--- src/logic/sweep_pkg.sv ---
// constants for the RAM sweep address sequencer
`default_nettype none
package sweep_pkg;
  localparam int ADDR_W = 10;
  localparam int RATE_W = 8;
  localparam int MODE_W = 3;
  // register byte offsets
  localparam logic [7:0] OFS_CTRL = 8'h00;
  localparam logic [7:0] OFS_SCW0 = 8'h04;
  localparam logic [7:0] OFS_SCW3 = 8'h10;
  localparam logic [7:0] OFS_STAT = 8'h14;
  // first control register fields
  localparam int CTRL_RAM_EN = 31;
  localparam int CTRL_DEST = 30;
  localparam int CTRL_IPC_LO = 27;
  // segment control word fields
  localparam int SCW_BEG_LO = 0;
  localparam int SCW_FIN_LO = 10;
  localparam int SCW_RATE_LO = 20;
  localparam int SCW_MODE_LO = 28;
  // status fields
  localparam int STAT_PROF_LO = 16;
  localparam int STAT_DONE = 20;
  localparam int STAT_UP = 21;
  localparam logic [31:0] REG_RST = 32'h0000_0000;
  localparam logic [MODE_W-1:0] MODE_BIDIR = 3'h2;
  localparam logic [MODE_W-1:0] MODE_CBIDIR = 3'h3;
  localparam logic [MODE_W-1:0] MODE_RECIRC = 3'h4;
  localparam logic [2:0] IPC_OFF = 3'h0;
  localparam logic [2:0] IPC_BAD = 3'h7;
endpackage
`default_nettype wire

--- src/logic/ram_sweep_address_sequencer.sv ---
// RAM sweep address sequencer with APB register slave
//
// Our own choices: the placing of the registers and register access over APB.
`timescale 1ns/100ps
`default_nettype none
module ram_sweep_address_sequencer
  import sweep_pkg::*;
#(
  parameter int AW = ADDR_W
)(
  // clock and reset
  input wire logic clk_sys,
  input wire logic rst_b,
  // apb slave
  input wire logic psel,
  input wire logic penable,
  input wire logic pwrite,
  input wire logic [7:0] paddr,
  input wire logic [31:0] pwdata,
  input wire logic [3:0] pstrb,
  output logic [31:0] prdata,
  output logic pready,
  output logic pslverr,
  // pins from the host controller
  input wire logic profile_select_lo,
  input wire logic profile_select_hi,
  input wire logic update_strobe,
  // ram side
  output logic [AW-1:0] ram_addr,
  output logic ram_dest,
  output logic sweep_done
);
  if (AW != ADDR_W) begin : g_chk
    $error("AW must match the segment word address field");
  end

  function automatic logic [AW-1:0] f_beg(input logic [31:0] w);
    return w[SCW_BEG_LO +: AW];
  endfunction
  function automatic logic [AW-1:0] f_fin(input logic [31:0] w);
    return w[SCW_FIN_LO +: AW];
  endfunction
  function automatic logic [RATE_W-1:0] f_rate(input logic [31:0] w);
    return w[SCW_RATE_LO +: RATE_W];
  endfunction
  function automatic logic [MODE_W-1:0] f_mode(input logic [31:0] w);
    return w[SCW_MODE_LO +: MODE_W];
  endfunction
  function automatic logic [31:0] f_merge(input logic [31:0] o, input logic [31:0] n,
                                           input logic [3:0] s);
    logic [31:0] r;
    r = o;
    for (int b = 0; b < 4; b++)
    begin
      if (s[b])
        r[b*8 +: 8] = n[b*8 +: 8];
    end
    return r;
  endfunction

  // buffered and active registers
  logic [31:0] ctrl_buf_q, ctrl_act_q;
  logic [31:0] scw_buf_q [4];
  logic [31:0] scw_act_q [4];
  // pin synchronisers and filtered levels
  logic [2:0] sync_lo_q, sync_hi_q, sync_up_q;
  logic lo_q, hi_q, up_q;
  // sequencer state
  logic [AW-1:0] addr_q;
  logic [RATE_W-1:0] tmr_q;
  logic [1:0] prof_q;
  logic going_up_q, done_q, start_q, dest_q;
  logic pready_q, pslverr_q;
  logic [31:0] prdata_q;

  // apb decode
  wire logic access = psel & penable;
  wire logic is_ctrl = (paddr == OFS_CTRL);
  wire logic is_scw = (paddr >= OFS_SCW0) && (paddr <= OFS_SCW3) && (paddr[1:0] == 2'h0);
  wire logic is_stat = (paddr == OFS_STAT);
  wire logic bad_addr = ~(is_ctrl | is_scw | is_stat);
  wire logic [1:0] widx = 2'(paddr[4:2] - 3'h1);
  wire logic wr_en = access & pready_q & pwrite & ~pslverr_q;
  wire logic [31:0] stat_word = {10'h000, going_up_q, done_q, 2'h0, prof_q,
                                  6'h00, addr_q};
  wire logic [31:0] rd_word = is_ctrl ? ctrl_buf_q :
                              is_scw ? scw_buf_q[widx] :
                              is_stat ? stat_word : 32'h0000_0000;

  // filtered pin levels and their changes
  wire logic lo_d = (sync_lo_q[1] == sync_lo_q[2]) ? sync_lo_q[2] : lo_q;
  wire logic hi_d = (sync_hi_q[1] == sync_hi_q[2]) ? sync_hi_q[2] : hi_q;
  wire logic up_d = (sync_up_q[1] == sync_up_q[2]) ? sync_up_q[2] : up_q;
  wire logic upd_rise = up_d & ~up_q;
  wire logic lo_chg = lo_d ^ lo_q;
  wire logic hi_chg = hi_d ^ hi_q;

  // mode selection
  wire logic ram_en = ctrl_act_q[CTRL_RAM_EN];
  wire logic [2:0] ipc = ctrl_act_q[CTRL_IPC_LO +: 3];
  wire logic ipc_on = ram_en && (ipc != IPC_OFF) && (ipc != IPC_BAD);
  wire logic ipc_single = ~ipc[2];
  wire logic [1:0] ipc_last = ipc_single ? ipc[1:0] : 2'(ipc[1:0] + 2'h1);
  // new pin levels pick the word at once, so a pin restart loads the new profile
  wire logic [1:0] pin_prof = {hi_d, lo_d};
  wire logic [MODE_W-1:0] pin_mode = f_mode(scw_act_q[pin_prof]);
  wire logic bidir = ram_en & ~ipc_on & (pin_mode == MODE_BIDIR);
  wire logic cbidir = ram_en & ~ipc_on & (pin_mode == MODE_CBIDIR);
  wire logic recirc = ram_en & ~ipc_on & (pin_mode == MODE_RECIRC);
  // directed ramp reads begin, final and rate from word zero only; its mode comes from the pin-selected word
  wire logic [1:0] ipc_prof = start_q ? 2'h0 : prof_q;
  wire logic [1:0] sel_prof = ipc_on ? ipc_prof : (bidir ? 2'h0 : pin_prof);
  wire logic [31:0] sel_w = scw_act_q[sel_prof];
  wire logic [AW-1:0] beg_a = f_beg(sel_w);
  wire logic [AW-1:0] fin_a = f_fin(sel_w);
  wire logic [RATE_W-1:0] rate = f_rate(sel_w);
  wire logic at_fin = (addr_q == fin_a);
  wire logic at_beg = (addr_q == beg_a);
  wire logic expire = ram_en & ~start_q & (tmr_q <= RATE_W'(1));
  // pin events: internal profiles disconnect both pins
  wire logic pin_restart = ~ipc_on & ram_en & (cbidir | recirc) & (lo_chg | hi_chg);
  wire logic dir_flip = bidir & lo_chg;
  wire logic [1:0] next_prof = (prof_q == ipc_last) ? 2'h0 : 2'(prof_q + 2'h1);
  wire logic [AW-1:0] next_beg = f_beg(scw_act_q[next_prof]);

  // address and timer next values
  logic [AW-1:0] addr_d;
  logic [RATE_W-1:0] tmr_d;
  logic [1:0] prof_d;
  logic up_dir_d, done_d;
  always_comb
  begin
    addr_d = addr_q;
    tmr_d = tmr_q;
    prof_d = prof_q;
    up_dir_d = going_up_q;
    done_d = done_q;
    if (start_q)
    begin
      addr_d = beg_a;
      tmr_d = rate;
      up_dir_d = 1'b1;
      done_d = 1'b0;
    end else if (pin_restart)
    begin
      addr_d = beg_a;
      tmr_d = rate;
      up_dir_d = 1'b1;
    end else if (dir_flip)
    begin
      tmr_d = rate;
      if (lo_d && !at_fin)
        addr_d = AW'(addr_q + 1'b1);
      else if (!lo_d && !at_beg)
        addr_d = AW'(addr_q - 1'b1);
    end else if (expire)
    begin
      tmr_d = rate;
      if (ipc_on)
      begin
        if (!done_q && at_fin)
        begin
          if (prof_q == ipc_last && ipc_single)
            done_d = 1'b1;
          else
          begin
            prof_d = next_prof;
            addr_d = next_beg;
          end
        end else if (!done_q)
          addr_d = AW'(addr_q + 1'b1);
      end else if (bidir)
      begin
        if (lo_q && !at_fin)
          addr_d = AW'(addr_q + 1'b1);
        else if (!lo_q && !at_beg)
          addr_d = AW'(addr_q - 1'b1);
      end else if (cbidir)
      begin
        if (going_up_q ? at_fin : at_beg)
          up_dir_d = ~going_up_q;
        if ((going_up_q && !at_fin) || (!going_up_q && at_beg))
          addr_d = AW'(addr_q + 1'b1);
        else if (!at_beg || !at_fin)
          addr_d = AW'(addr_q - 1'b1);
      end else if (recirc)
        addr_d = at_fin ? beg_a : AW'(addr_q + 1'b1);
    end else if (ram_en)
      tmr_d = RATE_W'(tmr_q - 1'b1);
  end

  // apb registers and update transfer
  always_ff @(posedge clk_sys)
  begin
    if (!rst_b)
    begin
      ctrl_buf_q <= REG_RST;
      ctrl_act_q <= REG_RST;
      for (int i = 0; i < 4; i++)
      begin
        scw_buf_q[i] <= REG_RST;
        scw_act_q[i] <= REG_RST;
      end
      pready_q <= 1'b0;
      pslverr_q <= 1'b0;
      prdata_q <= REG_RST;
    end else
    begin
      pready_q <= access & ~pready_q;
      pslverr_q <= access & ~pready_q & bad_addr;
      prdata_q <= (access & ~pready_q & ~pwrite) ? rd_word : REG_RST;
      if (wr_en && is_ctrl)
        ctrl_buf_q <= f_merge(ctrl_buf_q, pwdata, pstrb);
      if (wr_en && is_scw)
        scw_buf_q[widx] <= f_merge(scw_buf_q[widx], pwdata, pstrb);
      if (upd_rise)
      begin
        ctrl_act_q <= ctrl_buf_q;
        for (int i = 0; i < 4; i++)
          scw_act_q[i] <= scw_buf_q[i];
      end
    end
  end

  // pin synchronisers and sequencer state
  always_ff @(posedge clk_sys)
  begin
    if (!rst_b)
    begin
      sync_lo_q <= 3'h0;
      sync_hi_q <= 3'h0;
      sync_up_q <= 3'h0;
      lo_q <= 1'b0;
      hi_q <= 1'b0;
      up_q <= 1'b0;
      addr_q <= '0;
      tmr_q <= '0;
      prof_q <= 2'h0;
      going_up_q <= 1'b1;
      done_q <= 1'b0;
      start_q <= 1'b0;
      dest_q <= 1'b0;
    end else
    begin
      sync_lo_q <= {sync_lo_q[1:0], profile_select_lo};
      sync_hi_q <= {sync_hi_q[1:0], profile_select_hi};
      sync_up_q <= {sync_up_q[1:0], update_strobe};
      lo_q <= lo_d;
      hi_q <= hi_d;
      up_q <= up_d;
      start_q <= upd_rise;
      addr_q <= addr_d;
      tmr_q <= tmr_d;
      prof_q <= start_q ? 2'h0 : prof_d;
      going_up_q <= up_dir_d;
      done_q <= done_d;
      dest_q <= ctrl_act_q[CTRL_DEST];
    end
  end

  assign prdata = prdata_q;
  assign pready = pready_q;
  assign pslverr = pslverr_q;
  assign ram_addr = addr_q;
  assign ram_dest = dest_q;
  assign sweep_done = done_q;

  wire logic quiet = ~start_q & ~pin_restart & ~dir_flip;
endmodule // ram_sweep_address_sequencer
`default_nettype wire

--- config.mk ---
export PLATFORM = sky130hd
export DESIGN_NAME = ram_sweep_address_sequencer
export DESIGN_NICKNAME = d
export VERILOG_FILES = /design/src/logic/sweep_pkg.sv /design/src/logic/ram_sweep_address_sequencer.sv
export SDC_FILE = /design/constraint.sdc
export NUM_CORES = 1
export LEC_CHECK = 0
export ABC_AREA = 1
export BUFFER_PORTS_ARGS = -buffer_cell sky130_fd_sc_hd__buf_4
export CAP_MARGIN = 20
export CORE_MARGIN = 4
export CORE_UTILIZATION = 56
export CTS_BUF_LIST = sky130_fd_sc_hd__clkbuf_16
export DETAILED_ROUTE_END_ITERATION = 16
export GPL_ROUTABILITY_DRIVEN = 1
export GPL_TIMING_DRIVEN = 0
export PLACE_DENSITY = 0.77
export SYNTH_ARGS = -nofsm -noshare
export SYNTH_HDL_FRONTEND = slang
export SYNTH_SLANG_ARGS = --single-unit
--- constraint.sdc ---
create_clock -name clk_sys -period 4.6 [get_ports clk_sys]
set_clock_uncertainty 0.1 [all_clocks]
set_input_delay 0 -clock clk_sys [delete_from_list [all_inputs] [get_ports clk_sys]]
set_output_delay 0 -clock clk_sys [all_outputs]
set_load 0.01 [all_outputs]
==> run metrics <==
met1 usage=46.4%; Placement Rows=66; cell taking the most area after synthesis=sky130_fd_sc_hd__edfxtp_1; number of enable flip-flop cells after synthesis=252; # setup viols final=0; floorplan die area=35,900 µm²; antenna violations before repair=1; total wire length after detailed routing=66,400 µm; areal power density over the cells=329 nW/µm²; run status=complete, no violations; count of yosys warnings during synthesis=0; highest clock frequency the design can meet=223 MHz; worst path buffer plus inverter count=9; area used by multi-input combinational logic=7000 µm²; highest-utilization routing layer at the global route stage=met2; required time of the critical path=4.75 ns; category of the worst setup path launch point=primary input; worst setup slack after placement=-0.210 ns; clock sink total=359; boundary pin count=98; number of vias per cell=6.09; maxcap violations=0; share of the synthesized area in the top cell type=41.0%; overall via count from detail_route=17.9k; maximum fanout along the worst path=17; setup TNS=0 ns; Post-Synthesis Cell Area=18,400 µm²; DR DRC count=0; Inserted Diodes=0; Hold Fails Final Rpt=0; post-layout minimum cycle time=4.49 ns; DR iter-0 viols=2,638; endpoint kind of the worst setup timing path=flop; P&R area growth vs syn=17.8%; final weighted congestion in routability-driven placement=0.971; Slowest cell on crit path=sky130_fd_sc_hd__a2111oi_0; type of the tightest min-delay check=in2reg; maximum number of pins on one net before global-route repair=73; Post-layout nets=2,530; average cell area after synthesis=8.14 µm²; synth unique cells=48; port bufs=95; headroom to the max-slew limit=33.3%; clk_lat worst skew=0.55 ns; crit path setup slack, layout=0.106 ns; worst setup path category=in2reg; Pleak=9.16 nW; wire length per cell after detailed routing=22.6 µm; Gate Count Post-Synth=2,265; fraction of the cycle the final worst path needs=97.7%; layout cells sized above 1=9.40%; clock buffer depth=3; Final ANT Viol Nets=0; dominant cell type by count on the critical path=sky130_fd_sc_hd__clkbuf_1; final core utilization=66.8%; Post-DP HPWL=46,700 µm; crit-path leading delay family=buffers and inverters; register bit total from synthesis=359; most used flip-flop cell after synthesis=sky130_fd_sc_hd__edfxtp_1; DIE WIDTH=189 µm; worst ir drop on vdd=0.296 mV; largest stage delay on the critical path=0.64 ns; clock buffers created by TritonCTS=38; die height=189 µm; transition time at the pin with the least slew margin=0.992 ns; vias in the first global route=17.5k; number of fill cells in the layout=2,659; met3 global-route usage=8.11%; CTS HTree Levels=2; Core Area=32,500 µm²; top cells by area in the synthesized netlist=sky130_fd_sc_hd__edfxtp_1 41%, sky130_fd_sc_hd__dfxtp_1 12%, sky130_fd_sc_hd__nand2_1 7.7%; proportion of synthesized chip area in sequential cells=52.7%; critical-path cell list=buf_4 -> clkbuf_1 -> clkinv_1 -> clkbuf_1 -> ha_1 -> inv_1 -> a2111oi_0 -> nand2_1 -> inv_1 -> clkbuf_1 -> clkbuf_1 -> nand4_1 -> nand2_2 -> buf_16; first-pass iteration count of the detailed router=14; wire length of the first global-routing pass=100,000 µm; net count after synthesis=2,325; Sequential Area=9710 µm²; Async SR Flop Fraction=0%; RSZ-0062 raised after global routing=no; Congestion Overflow GR=0; GRT Util Overall=36.6%; clock tree from TritonCTS=yes; clock tree root buffer cell=sky130_fd_sc_hd__clkbuf_16; arrival time at the worst endpoint=4.64 ns; final max-slew violation count=0; starting utilization of the core area=56.7%; register clock-pin slew on the reported worst setup and hold paths=0.06 ns; global routing usage on met2=57.1%
[what timing repair did]
action                                 CTS  global route
buffers inserted                         0             1
setup endpoints to repair                0             9
endpoints found under the hold margin  154             0
hold buffers                            62             0
gates resized for setup                  0             2
[path summary, 6_finish.rpt]
path	from	slack, ns	cells after the start	endpoint
setup / recovery	paddr[2]	0.11	14	scw_buf_q[3][10]
hold / removal	pstrb[2]	0.08	5	ctrl_buf_q[16]
hold reg to reg	sync_hi_q[0]	0.31	2	sync_hi_q[1]
setup reg to reg	ctrl_act_q[27]	0.27	24	ram_addr[8]
[flip-flops by register name (all words and copies together) (netlist names)]
register    cells
ctrl_act_q      5
sweep_done      1
start_q         1
pready          1
scw_act_q     124
tmr_q           8
sync_lo_q       3
ram_dest        1
up_q            1
sync_up_q       3
ctrl_buf_q     32
ram_addr       10
going_up_q      1
sync_hi_q       3
lo_q            1
hi_q            1
prof_q          2
pslverr         1
scw_buf_q     128
prdata         32
[area by class of cell]
class	count	area share, %
inverters	306	5.30
clock inverters	31	1.24
well taps	442	2.55
flip-flops and latches	359	44.7
plain buffers	134	2.78
clock buffers	38	4.38
multi-input cells	1466	32.2
repair buffers	165	6.83
[through the flow]
step | area [µm²] | total power (W) | cells | hold WS (ns)
after floorplan | 18400 | 0.00390 | 2265 | -0.00237
after global placement | 19700 | 0.00409 | 2802 | 0.0857
after detailed placement | 19900 | 0.00410 | 2807 | 0.0959
after CTS | 21700 | 0.00710 | 2938 | 0.0581
after global routing | 21700 | 0.00731 | 2941 | 0.129
final | 21700 | 0.00715 | 2941 | 0.0766
[synth_stat cells, types with 8 or more instances]
| cell type | count |
|---|---|
| sky130_fd_sc_hd__nor3_1 | 45 |
| sky130_fd_sc_hd__buf_1 | 10 |
| sky130_fd_sc_hd__a21oi_1 | 159 |
| sky130_fd_sc_hd__nor2_1 | 315 |
| sky130_fd_sc_hd__clkbuf_1 | 89 |
| sky130_fd_sc_hd__nand4_1 | 30 |
| sky130_fd_sc_hd__nand3_1 | 217 |
| sky130_fd_sc_hd__o21ai_0 | 183 |
| sky130_fd_sc_hd__nand2_1 | 377 |
| sky130_fd_sc_hd__dfxtp_1 | 107 |
| sky130_fd_sc_hd__o211ai_1 | 39 |
| sky130_fd_sc_hd__o22ai_1 | 10 |
| sky130_fd_sc_hd__edfxtp_1 | 252 |
| sky130_fd_sc_hd__xor2_1 | 17 |
| sky130_fd_sc_hd__buf_2 | 19 |
| sky130_fd_sc_hd__buf_4 | 11 |
| sky130_fd_sc_hd__ha_1 | 8 |
| sky130_fd_sc_hd__inv_1 | 292 |
[report_power, final]
group | switching (W) | total, W | internal (W)
Combinational | 0.000375 | 0.000531 | 0.000157
Clock | 0.00131 | 0.00305 | 0.00174
Sequential | 0.0000343 | 0.00356 | 0.00353
[worst reg2reg max path, delay by kind of cell (launching register included)]
kind	cells	cell delay (ns)
DFF	1	0.38
adders and majority gates	1	0.19
buffers and inverters	4	0.76
AOI/OAI and AO/OA	4	0.89
and+or+nand+nor	15	1.91
[routing by layer]
metal | vias up | share of wire (%)
met5 | - | 0.018
met4 | 2 | 7.5
met3 | 342 | 12
met2 | 1390 | 44
met1 | 8248 | 36
li1 | 7940 | -
[cell usage in the layout (no fill, tap or decap), types with 5 or more instances in the layout]
master | netlist | routed
sky130_fd_sc_hd__clkbuf_1 | 89 | 88
sky130_fd_sc_hd__inv_2 | 6 | 6
sky130_fd_sc_hd__nand3_1 | 217 | 217
sky130_fd_sc_hd__clkbuf_16 | 0 | 38
sky130_fd_sc_hd__a21oi_2 | 6 | 6
sky130_fd_sc_hd__clkinv_2 | 0 | 5
sky130_fd_sc_hd__nor3_1 | 45 | 45
sky130_fd_sc_hd__ha_1 | 8 | 8
sky130_fd_sc_hd__a21oi_1 | 159 | 159
sky130_fd_sc_hd__dfxtp_1 | 107 | 107
sky130_fd_sc_hd__o21ai_0 | 183 | 182
sky130_fd_sc_hd__buf_6 | 4 | 5
sky130_fd_sc_hd__edfxtp_1 | 252 | 252
sky130_fd_sc_hd__clkinv_1 | 7 | 19
sky130_fd_sc_hd__nand2_4 | 4 | 5
sky130_fd_sc_hd__nor2_1 | 315 | 315
sky130_fd_sc_hd__buf_1 | 10 | 10
sky130_fd_sc_hd__nand2_2 | 5 | 8
sky130_fd_sc_hd__xor2_1 | 17 | 17
sky130_fd_sc_hd__buf_2 | 19 | 19
sky130_fd_sc_hd__o22ai_1 | 10 | 10
sky130_fd_sc_hd__o211ai_1 | 39 | 39
sky130_fd_sc_hd__nand2_1 | 377 | 373
sky130_fd_sc_hd__buf_4 | 11 | 107
sky130_fd_sc_hd__nor2_2 | 7 | 7
sky130_fd_sc_hd__nand3b_1 | 6 | 6
sky130_fd_sc_hd__xnor2_1 | 5 | 5
sky130_fd_sc_hd__nand4_1 | 30 | 30
sky130_fd_sc_hd__a211oi_1 | 6 | 6
sky130_fd_sc_hd__inv_1 | 292 | 298
sky130_fd_sc_hd__dlygate4sd3_1 | 0 | 62
[cell families after synthesis]
kind of cell / after synthesis / synth area share, %
and+or+nand+nor: 1016 / 23.7
buffers and inverters: 440 / 9.51
AOI/OAI and AO/OA: 419 / 12.5
DFF: 359 / 52.7
xor gates and xnor gates: 22 / 1.04
adders and majority gates: 8 / 0.543
muxes: 1 / 0.0543
Note: power is estimated with default switching activity, not from simulation.
